===== config.mk =====
export PLATFORM = sky130hd
export DESIGN_NAME = channel_drive_diag_regs
export DESIGN_NICKNAME = d
export VERILOG_FILES = /design/src/channel_drive_diag_pkg.sv /design/src/channel_drive_diag_regs.sv /design/src/sticky_fault_cell.sv
export SDC_FILE = /design/constraint.sdc
export NUM_CORES = 1
export LEC_CHECK = 0
export ABC_AREA = 1
export BUFFER_PORTS_ARGS = -buffer_cell sky130_fd_sc_hd__clkbuf_2
export CORE_UTILIZATION = 52
export CTS_BUF_LIST = sky130_fd_sc_hd__clkbuf_8 sky130_fd_sc_hd__clkbuf_16
export DETAILED_ROUTE_END_ITERATION = 6
export PLACE_DENSITY = 0.79
export SLEW_MARGIN = 20
export SYNTH_ARGS = -nofsm -noshare
export SYNTH_HDL_FRONTEND = slang
export SYNTH_HIERARCHICAL = 1
export SYNTH_SLANG_ARGS = --single-unit
export TNS_END_PERCENT = 100

===== constraint.sdc =====
create_clock -name clock -period 1.2 [get_ports clock]
set_input_delay 0.36 -clock clock [delete_from_list [all_inputs] [get_ports clock]]
set_output_delay 0.36 -clock clock [all_outputs]
set_load 0.005 [all_outputs]

===== src/channel_drive_diag_pkg.sv =====
/*
  shared constants and types for the channel drive and diagnostic registers.
  assumes an eight bit register port in front of it and one device clock.
*/
package channel_drive_diag_pkg;

  localparam int num_channels = 8;

  // ----------------------------------------------------------------
  // register offsets (even addresses, write flag stripped)
  // ----------------------------------------------------------------
  localparam logic [6:0] output_command_off = 7'h00;
  localparam logic [6:0] collective_fault_summary_off = 7'h02;
  localparam logic [6:0] channel0_fault_detail_off = 7'h08;
  localparam logic [6:0] channel7_fault_detail_off = 7'h16;
  localparam logic [6:0] resync_output_command_off = 7'h1c;

  // ----------------------------------------------------------------
  // address fields and reset values
  // ----------------------------------------------------------------
  localparam int addr_write_bit = 7;
  localparam logic [7:0] output_command_rst = 8'h00;
  localparam logic [7:0] resync_output_command_rst = 8'h00;
  localparam logic [7:0] fault_detail_rst = 8'h00;

  // ----------------------------------------------------------------
  // types
  // ----------------------------------------------------------------
  typedef enum logic [2:0] {
    serial_mode0,
    serial_mode1,
    serial_mode2,
    serial_mode3,
    parallel_mode
  } iface_mode_t;

  typedef enum logic {
    sel_output_command,
    sel_resync_output_command
  } write_sel_t;

  // one addressed access from the register port
  typedef struct packed {
    logic valid;
    logic [7:0] addr;
    logic [7:0] wdata;
  } reg_access_t;

  // fault flags of one channel as received over the isolation link
  typedef struct packed {
    logic overtemp_flag;
    logic open_load_active_flag;
    logic open_load_inactive_flag;
    logic short_to_ground_flag;
    logic short_to_supply_flag;
  } channel_faults_t;

  // command word towards the isolation link
  typedef struct packed {
    logic resync;
    logic [7:0] channel_on;
  } link_command_t;

endpackage : channel_drive_diag_pkg


===== src/channel_drive_diag_regs.sv =====
/*
  output command, resync command and collective diagnostic registers of an
  isolated eight channel switch, with the per-channel detail snapshots.
  assumes a decoded register port (one access per strobe), fault samples
  and transmit slots from the isolation link logic on the same clock, and
  an asynchronous output disable pin.

// How it works
// - each output command bit turns its channel on when one, off when zero.
// - a resync command register at 0x1c, reset zero, holds one bit a channel.
// - after a resync write its contents cross the link instead of commands.
// - each summary bit is the OR of the enabled fault flags of its channel.
// - reading the summary clears internal faults and refreshes the details.
// - in serial modes 0 and 1 every access refreshes the detail registers.
// - in serial modes 2, 3 and parallel only a summary access refreshes.
// - disable pin low forces channels off and clears the output command.
// - received faults are sticky and clear only when gone and requested.
// - address bit 7 marks a write, bit 0 is ignored.
// - after reset data-only writes go to the output command register.
*/
`timescale 1ns/10ps
`default_nettype none

module channel_drive_diag_regs #(
  parameter int channels = channel_drive_diag_pkg::num_channels
) (
  // clock and reset
  input wire logic clock,
  input wire logic arst_n,
  // register port
  input wire channel_drive_diag_pkg::reg_access_t access,
  input wire logic direct_write,
  input wire logic [7:0] direct_data,
  output logic [7:0] read_data,
  output logic read_valid,
  // configuration
  input wire channel_drive_diag_pkg::iface_mode_t iface_mode,
  input wire logic [channels-1:0] diag_enable,
  input wire logic output_disable_pin_n,
  // isolation link
  input wire logic fault_valid,
  input wire channel_drive_diag_pkg::channel_faults_t [channels-1:0] faults,
  input wire logic link_slot,
  output channel_drive_diag_pkg::link_command_t link_command,
  // channel state
  output logic [channels-1:0] channel_on,
  output logic [channels-1:0] collective_fault_summary
);
  import channel_drive_diag_pkg::*;

  // ----------------------------------------------------------------
  // disable pin synchroniser
  // ----------------------------------------------------------------
  logic [2:0] dis_sync_reg;
  logic disabled_reg;
  logic disabled_next;

  assign disabled_next = (dis_sync_reg[1] == dis_sync_reg[2]) ?
                         ~dis_sync_reg[2] : disabled_reg;

  always_ff @(posedge clock or negedge arst_n) begin
    if (!arst_n) begin
      dis_sync_reg <= 3'h0;
      disabled_reg <= 1'b1;
    end else begin
      dis_sync_reg <= {dis_sync_reg[1:0], output_disable_pin_n};
      disabled_reg <= disabled_next;
    end
  end

  // ----------------------------------------------------------------
  // access decode
  // ----------------------------------------------------------------
  function automatic logic hits(input logic [7:0] a, input logic [6:0] off);
    hits = {a[6:1], 1'b0} == off;
  endfunction : hits

  logic is_write;
  logic is_read;
  logic hit_cmd;
  logic hit_resync;
  logic hit_summary;
  logic [2:0] detail_idx;
  logic hit_detail;
  logic [6:0] acc_off;

  assign is_write = access.valid && access.addr[addr_write_bit];
  assign is_read = access.valid && !access.addr[addr_write_bit];
  assign acc_off = {access.addr[6:1], 1'b0};
  assign hit_cmd = hits(access.addr, output_command_off);
  assign hit_resync = hits(access.addr, resync_output_command_off);
  assign hit_summary = hits(access.addr, collective_fault_summary_off);
  assign hit_detail = (acc_off >= channel0_fault_detail_off) &&
                      (acc_off <= channel7_fault_detail_off);
  assign detail_idx = 3'(acc_off[6:1] - channel0_fault_detail_off[6:1]);

  // ----------------------------------------------------------------
  // write target selection
  // ----------------------------------------------------------------
  write_sel_t sel_reg;
  write_sel_t sel_next;
  logic wr_cmd;
  logic wr_resync;

  assign sel_next = (is_write && hit_resync) ? sel_resync_output_command :
                    (is_write && hit_cmd) ? sel_output_command : sel_reg;
  assign wr_cmd = (is_write && hit_cmd) ||
                  (direct_write && sel_reg == sel_output_command);
  assign wr_resync = (is_write && hit_resync) ||
                     (direct_write && sel_reg == sel_resync_output_command);

  logic [7:0] wr_value;
  assign wr_value = direct_write ? direct_data : access.wdata;

  // ----------------------------------------------------------------
  // command registers
  // ----------------------------------------------------------------
  logic [7:0] output_command_reg;
  logic [7:0] output_command_next;
  logic [7:0] resync_output_command_reg;
  logic resync_pending_reg;
  logic resync_pending_next;

  assign output_command_next = disabled_reg ? output_command_rst :
                               wr_cmd ? wr_value : output_command_reg;
  // a new resync write in a slot cycle stays pending
  assign resync_pending_next = wr_resync ||
                               (resync_pending_reg && !link_slot);

  always_ff @(posedge clock or negedge arst_n) begin
    if (!arst_n) begin
      sel_reg <= sel_output_command;
      output_command_reg <= output_command_rst;
      resync_output_command_reg <= resync_output_command_rst;
      resync_pending_reg <= 1'b0;
    end else begin
      sel_reg <= sel_next;
      output_command_reg <= output_command_next;
      resync_pending_reg <= resync_pending_next;
      if (wr_resync) begin
        resync_output_command_reg <= wr_value;
      end
    end
  end

  // ----------------------------------------------------------------
  // isolation link command
  // ----------------------------------------------------------------
  link_command_t link_next;
  logic [7:0] link_bits;

  assign link_bits = resync_pending_reg ? resync_output_command_reg
                                        : output_command_next;
  assign link_next.resync = resync_pending_reg;
  assign link_next.channel_on = disabled_reg ? 8'h00 : link_bits;

  always_ff @(posedge clock or negedge arst_n) begin
    if (!arst_n) begin
      link_command <= '0;
      channel_on <= '0;
    end else begin
      channel_on <= channels'(output_command_next);
      if (link_slot) begin
        link_command <= link_next;
      end
    end
  end

  // ----------------------------------------------------------------
  // sticky faults and detail snapshots
  // ----------------------------------------------------------------
  logic summary_read;
  logic refresh;
  logic per_access;
  channel_faults_t sticky [channels];
  logic [7:0] detail_reg [channels];
  logic [channels-1:0] summary_next;

  assign summary_read = is_read && hit_summary;
  assign per_access = (iface_mode == serial_mode0) ||
                      (iface_mode == serial_mode1);
  assign refresh = per_access ? (access.valid || direct_write)
                              : (access.valid && hit_summary);

  genvar g;
  generate
    for (g = 0; g < channels; g++) begin : g_ch
      sticky_fault_cell u_cell (
        .clock(clock),
        .arst_n(arst_n),
        .sample_valid(fault_valid),
        .sample(faults[g]),
        .clear_req(summary_read),
        .sticky(sticky[g])
      );

      assign summary_next[g] = diag_enable[g] && (|sticky[g]);

      always_ff @(posedge clock or negedge arst_n) begin
        if (!arst_n) begin
          detail_reg[g] <= fault_detail_rst;
        end else if (refresh) begin
          detail_reg[g] <= {3'h0, sticky[g]};
        end
      end
    end
  endgenerate

  // ----------------------------------------------------------------
  // read path
  // ----------------------------------------------------------------
  logic [7:0] read_next;

  assign read_next = hit_cmd ? output_command_reg :
                     hit_resync ? resync_output_command_reg :
                     hit_summary ? 8'(summary_next) :
                     hit_detail ? detail_reg[detail_idx] : 8'h00;

  always_ff @(posedge clock or negedge arst_n) begin
    if (!arst_n) begin
      read_data <= 8'h00;
      read_valid <= 1'b0;
      collective_fault_summary <= '0;
    end else begin
      read_valid <= is_read;
      collective_fault_summary <= summary_next;
      if (is_read) begin
        read_data <= read_next;
      end
    end
  end

endmodule : channel_drive_diag_regs

`default_nettype wire


===== src/sticky_fault_cell.sv =====
/*
  sticky hold of the five fault flags of one channel.
  assumes fault samples and clear requests come from logic on the same clock.
*/
`timescale 1ns/10ps
`default_nettype none

module sticky_fault_cell (
  // clock and reset
  input wire logic clock,
  input wire logic arst_n,
  // fault samples from the link
  input wire logic sample_valid,
  input wire channel_drive_diag_pkg::channel_faults_t sample,
  // host side
  input wire logic clear_req,
  output channel_drive_diag_pkg::channel_faults_t sticky
);
  import channel_drive_diag_pkg::*;

  channel_faults_t sticky_reg;
  channel_faults_t sticky_next;
  channel_faults_t live_reg;
  channel_faults_t set_bits;
  channel_faults_t clr_bits;
  logic pending_reg;
  logic pending_next;

  // ----------------------------------------------------------------
  // set wins over clear; a bit clears only once its fault is gone
  // ----------------------------------------------------------------
  assign set_bits = sample_valid ? sample : '0;
  assign clr_bits = (pending_reg || clear_req) ? ~(set_bits | live_reg) : '0;
  assign sticky_next = (sticky_reg & ~clr_bits) | set_bits;
  // request stays armed until every bit has been allowed to clear
  assign pending_next = (pending_reg || clear_req) && (sticky_next != '0);
  assign sticky = sticky_reg;

  always_ff @(posedge clock or negedge arst_n) begin
    if (!arst_n) begin
      sticky_reg <= '0;
      live_reg <= '0;
      pending_reg <= 1'b0;
    end else begin
      sticky_reg <= sticky_next;
      pending_reg <= pending_next;
      if (sample_valid) begin
        live_reg <= sample;
      end
    end
  end

endmodule : sticky_fault_cell

`default_nettype wire


==> results of run 1 <==
==> power groups by stage <==
stage	clock, uW	combinational, uW	sequential, uW
3_5_place_dp	0	3360	7510
6_report	5430	3950	7520
2_1_floorplan	0	1770	7450
3_3_place_gp	0	3240	7470
4_1_cts	5450	3490	7430
5_1_grt	5750	4320	7600
==> logic make-up after synthesis <==
family	Yosys count
flops	176
compound gates	155
simple gates	416
buf+inv	200
mux	8
==> timing repair <==
item	in CTS	in global routing
hold endpoints to repair	14	0
setup buffers	13	25
pin swaps	4	27
resized for setup	27	117
setup endpoints to repair	87	145
hold buffers	1	0
cloned	1	5
==> critical path, stage by stage <==
cell and delay (ns):
buf_6 0.10, nor2_4 0.11, nand2_2 0.08, inv_2 0.08, nand3_4 0.08, buf_4 0.15
buf_6 0.10, buf_6 0.11, o31ai_4 0.13, clkbuf_16 0.27, buf_12 0.12, nand2_1 0.07
o21ai_1 0.10
==> layout by cell type (no fill, tap or decap), types with 30 or more instances in the layout <==
cell and instances:
nand2_1 192, dfrtp_1 174, inv_1 145, buf_4 129, clkbuf_2 108, nand2_2 69
nor2_1 62, o21ai_1 57, nand3_1 44, o21ai_0 38, inv_2 30
==> layout make-up <==
class	count	area, um2
inverter	175	659
clock buffer	19	453
multi-input combinational	579	3200
sequential	176	4410
fill	1015	4050
tap	188	235
clock inverter	13	125
timing repair buffer	273	2070
==> final timing paths <==
| kind | from | endpoint | slack, ns | cells after the start |
|---|---|---|---|---|
| min in group asynchronous | arst_n | g_ch[5].u_cell/live_reg[4] | 0.36 | 2 |
| hold / removal | output_disable_pin_n | dis_sync_reg[0] | 0.04 | 1 |
| setup / recovery | access[13] | detail_reg[3] | -0.31 | 13 |
| max in group asynchronous | arst_n | g_ch[0].u_cell/live_reg[3] | 0.33 | 3 |
| setup reg to reg | g_ch[2].u_cell/sticky[3] | read_data[2] | -0.06 | 8 |
| hold reg to reg | dis_sync_reg[0] | dis_sync_reg[1] | 0.37 | 0 |
==> per-stage QoR <==
stage	std cells	total power [uW]	cell area [um2]	setup TNS, ns	utilization [%]
2_1_floorplan	955	9220	8210	-30.67	-
6_report	1423	16900	11100	-15.68	73.3
3_3_place_gp	1348	10700	9840	-47.20	64.7
5_1_grt	1423	17700	11100	-21.18	73.3
4_1_cts	1395	16400	10600	-6.06	69.6
3_5_place_dp	1348	10900	9840	-51.56	64.7
==> routing by layer <==
| layer | vias up | GRT usage (%) | routed length (um) |
|---|---|---|---|
| met3 | 62 | 5.90 | 1440 |
| met1 | 3596 | 33.5 | 8960 |
| li1 | 3499 | - | - |
| met4 | 0 | 8.96 | 650 |
| met5 | - | 0 | 0 |
| met2 | 305 | 44.2 | 11400 |
==> synth_stat cells, drive strengths merged <==
cell type and instances:
mux2i 8, dfstp 1, clkbuf 7, o22ai 3, buf 18, o21ai 109
nor3 9, inv 172, o31ai 1, a21oi 33, a21boi 8, nand2 265
clkinv 3, nand3 55, o211ai 1, nand4 10, nor2 77, dfrtp 175
==> metrics.txt, run 1 <==
status finished with violations; failing checks setup timing; Ys Warns 6; Least-Margin Pin Slew 0.549 ns; Switch Pwr 5030 uW; pre-CTS setup slack -0.715 ns; RSZ-0062 raised after global routing true; TritonCTS clock tree yes; first-pass GRT wire length 33100 um; Logic pwr share 23.4%; P_int 11900 uW; initial drt markers 729; Syn Inst Count 955; initial antenna violation count 0; sequential fraction of the synthesis area 54.2%; Cell Area, Synth 8130 um2; number of max-cap violations 0; via density per instance 5.24; mux contribution to synthesized area 0.985%; Ports 116; # H-tree levels 4; Slew HR 63.4%; Synth area leaders dfrtp_1 54%, nand2_1 9.9%, inv_1 7.1%, o21ai_0 4.5%, nand2_2 3.8%; Synth Area in Adders 0%; wire per inst 15.8 um; Clk pwr share 32.1%; Vias 7462; worst skew pair latency 0.43 ns; GRT overflow 0; die area 16100 um2; crit path capture type flip-flop; CTS root buffer clkbuf_16; GRT Total Usage 26.2%; largest area contributor in the netlist dfrtp_1; Yosys cell types 32; ratio of cells with drive above 1 in the final layout 39.6%; Max Transition Viols Final 0; hpwl dp 14200 um; core area 15200 um2; Synth Area in XOR/XNOR 0%; Worst EP required 1.55 ns; fmax 662 MHz; Initial DRT Pass Iterations 5; kind of critical path in2reg; Worst-path clk slew 0.07 ns; Worst Skew 0.00898 ns; nets 1304; # setup viols final 116; ANT nets after route 0; Seq pwr share 44.5%; largest net degree at the start of global routing 51; Synth top area share 53.9%; largest family of logic cells by synthesized area simple AND/OR/NAND/NOR gates; startpoint types primary input; die width 127 um; Routed WL 22500 um; TritonCTS Sinks 176; Port Buffers 113; Arr. time, crit path 1.86 ns; CTS Buf Count 17; worst hold margin 0.0402 ns; Hold WC Path Type in2reg; Switching Share 29.8%; period utilization 126%; Starting Density 53.5%; die height 127 um; n_diodes 0; gp weighted congestion 0.972; syn nets 1037; CP max FO 7; drc violations 0; VDD IR max 1.09 mV; post-synthesis simple-gate area fraction 22.5%; PD cells 1520 nW/um2; min Tclk post-route 1.51 ns; number of synthesized register bits 176; vias in the first global route 7070; Leak 0.00580 uW; clock buffer depth 2; row count 45; Syn-to-layout area delta 37.1%; final hold vios 0; final worst setup slack -0.312 ns; syn avg cell area 8.51 um2; Synth Area in Compound Gates 11.9%
Note: power is estimated with default switching activity, not from simulation.
==> inputs of run 2 (changes only) <==
- PLACE_DENSITY: 0.79 -> 0.8
- RECOVER_POWER: not set -> 100
- SYNTH_HIERARCHICAL: 1 -> not set
==> run 2 against run 1 <==
Compared with the run above:
- the flow finishes with violations (DRC, setup timing)
- fmax fell by 18%
- worst hold slack lost 0.012 ns
- register-to-register slack worse by 0.36 ns
- largest cell class unchanged
- largest power group unchanged
==> metrics.txt, run 2 <==
kind of critical path in2reg (unchanged); first-pass GRT wire length 36400 um (was 33100 um); number of max-cap violations 0 (unchanged); failing checks DRC, setup timing (was setup timing); die width 125 um (was 127 um); min Tclk post-route 1.83 ns (was 1.51 ns); EDFF count, synth 0 (unchanged); initial drt markers 953 (was 729); ratio of cells with drive above 1 in the final layout 46.7% (was 39.6%); Cell Area, Synth 7910 um2 (was 8130 um2); CTS Buf Count 17 (unchanged); startpoint types primary input (unchanged); most common flop cell mapped by yosys dfrtp_1 (unchanged); fillers 722 (was 1015); PD cells 1920 nW/um2 (was 1520 nW/um2); Syn Inst Count 889 (was 955); via density per instance 5.73 (was 5.24); VDD IR max 1.03 mV (was 1.09 mV); core area 14700 um2 (was 15200 um2); final worst setup slack -0.633 ns (was -0.312 ns); row count 44 (was 45); final hold vios 0 (unchanged); syn avg cell area 8.89 um2 (was 8.51 um2); commonest non-fill, non-tap cell in the layout dfrtp_1 (was nand2_1); Ports 116 (unchanged); Routed WL 29300 um (was 22500 um); Arr. time, crit path 2.16 ns (was 1.86 ns); Synth top area share 55.4% (was 53.9%); CP peak stage delay 0.26 ns (was 0.27 ns); # setup viols final 145 (was 116); Worst path slowest cell nor2_4 (was clkbuf_16); Synth area leaders dfrtp_1 55%, nand2_1 9.6%, inv_1 8.1%, o21ai_0 5.1%, nor2_1 3.0% (was dfrtp_1 54%, nand2_1 9.9%, inv_1 7.1%, o21ai_0 4.5%, nand2_2 3.8%); clock buffer depth 2 (unchanged); Port Buffers 113 (unchanged); Hold WC Path Type in2reg (unchanged); Ys Warns 0 (was 6); Cells after DPL 1278 (was 1348); Worst-path clk slew 0.07 ns (about the same); cell with the most instances on the worst path nand2_1 (was buf_6); period utilization 153% (was 126%); largest net degree at the start of global routing 43 (was 51); Worst Skew 0.00866 ns (was 0.00898 ns); number of synthesized register bits 176 (unchanged); Worst EP required 1.53 ns (was 1.55 ns); die height 125 um (was 127 um); commonest cells in the synthesized netlist 202 x nand2_1, 175 x dfrtp_1, 171 x inv_1, 81 x o21ai_0, 63 x nor2_1 (was 215 x nand2_1, 175 x dfrtp_1, 154 x inv_1, 74 x nor2_1, 73 x o21ai_0); count leader, synth nand2_1 (unchanged); TritonCTS clock tree yes (unchanged); final core utilization 81.7% (was 73.3%); vias in the first global route 7550 (was 7070); GRT Total Usage 30.3% (was 26.2%); sequential fraction of the synthesis area 55.7% (was 54.2%); # H-tree levels 4 (unchanged); Least-Margin Pin Slew 0.577 ns (was 0.549 ns); Leak 0.00637 uW (was 0.00580 uW); initial antenna violation count 0 (unchanged); TritonCTS Sinks 176 (unchanged); Initial DRT Pass Iterations 7 (was 5); worst hold margin 0.0282 ns (was 0.0402 ns); largest area contributor in the netlist dfrtp_1 (unchanged); GRT overflow 0 (unchanged); RSZ-0062 raised after global routing true (unchanged); setup TNS -33.91 ns (was -15.68 ns); Yosys cell types 34 (was 32); reg-to-reg slack, setup -0.42 ns (was -0.06 ns); die area 15700 um2 (was 16100 um2); CTS root buffer clkbuf_16 (unchanged); nets 1272 (was 1304); crit path capture type flip-flop (unchanged); syn nets 971 (was 1037); asr flop ratio synth 100% (unchanged); ANT nets after route 0 (unchanged); CP max FO 8 (was 7); Starting Density 53.8% (was 53.5%); n_diodes 0 (unchanged); Slew HR 61.5% (was 63.4%); gp weighted congestion 0.884 (was 0.972); drc violations 21 (was 0); most frequent cells in the layout 175 x dfrtp_1, 157 x inv_1, 148 x buf_4 (was 192 x nand2_1, 174 x dfrtp_1, 145 x inv_1); fmax 546 MHz (was 662 MHz); non-filler cells, final 1386 (was 1423); status finished with violations (unchanged); hpwl dp 13900 um (was 14200 um); worst skew pair latency 0.45 ns (was 0.43 ns); Max Transition Viols Final 0 (unchanged); worst-path cell chain buf_8 > nor2_4 > nand2_4 > buf_4 > nor2_4 > nand3_4 > nand2_8 > nand2_2 > o211ai_1 > nand2_1 > nand2_1 > nand2_1 (was buf_6 > nor2_4 > nand2_2 > inv_2 > nand3_4 > buf_4 > buf_6 > buf_6 > o31ai_4 > clkbuf_16 > buf_12 > nand2_1 > o21ai_1); Vias 7947 (was 7462); wire per inst 21.2 um (was 15.8 um); Syn-to-layout area delta 51.9% (was 37.1%)
## run 2: cell count changes after synthesis, moves of 10 or more
cell      before  now
o21ai_1       36    4
nand3_1       54   24
mux2_2         0   15
nand2_2       49    2
a21boi_2       0   16
inv_2         18    2
a21oi_1       15   29
nand2_1      215  202
inv_1        154  171
nor2_1        74   63
clkbuf_1       4   14
## run 2: logic make-up (layout without fill, tap and decap cells)
group           after synthesis  in the layout  share of synthesized area, %
compound gates              179            179                          14.4
flops                       176            176                          55.7
buf+inv                     201            512                          10.1
simple gates                310            312                          16.6
mux                          23             23                          3.15
## run 2: metal layers
metal,vias up,track usage (%),wire length [um]
li1,3372,-,-
met1,3835,34.8,10200
met2,563,52.9,14500
met3,177,6.16,2410
met4,0,17.5,2290
met5,-,0,0
## run 2: through the flow
stage | area, um2 | power (uW) | worst slack, ns
after floorplan | 8050 | 11200 | -0.405
after global placement | 9670 | 13500 | -0.537
after detailed placement | 9670 | 13700 | -0.568
after CTS | 11200 | 20800 | -0.137
after global routing | 12000 | 23800 | -0.640
final | 12000 | 23100 | -0.633
## run 2: cell type report
cell class              instances  area [um2]  share of cell area (%)
flip-flops and latches        176        4410                    36.7
multi-input cells             514        3650                    30.4
repair buffers                305        2400                    20.0
inverters                     176         677                    5.64
clock buffers                  18         439                    3.66
well taps                     184         230                    1.92
clock inverters                13         209                    1.74
## run 2: worst paths after layout
path,startpoint,endpoint,cells past startpoint
worst max-delay path,access[13],link_command[2],12
worst min-delay path,output_disable_pin_n,dis_sync_reg[0],1
worst max register to register,detail_reg[11],read_data[3],8
worst min register to register,dis_sync_reg[0],dis_sync_reg[1],0
max in group asynchronous,arst_n,g_ch[7].u_cell.live_reg[4],3
min in group asynchronous,arst_n,g_ch[6].u_cell.live_reg[4],2
## run 2: worst max-delay path, delay by kind of cell
kind	cells	cell delay [ns]
compound gates	1	0.15
buf+inv	2	0.31
simple gates	9	1.33
## run 2: power breakdown
group,total [uW],internal (uW),switching [uW],leakage (uW)
registers,8610,7430,1180,0.00212
logic,8250,3770,4470,0.00394
clock network,6210,3750,2460,0.000315
## run 2: timing repair
item / CTS / global route
hold endpoints to repair: 24 / 0
setup buffers: 44 / 29
hold buffers: 1 / 0
pin swaps: 48 / 74
gates cloned: 4 / 2
gates resized for setup: 121 / 176
endpoints found under the setup margin: 103 / 131
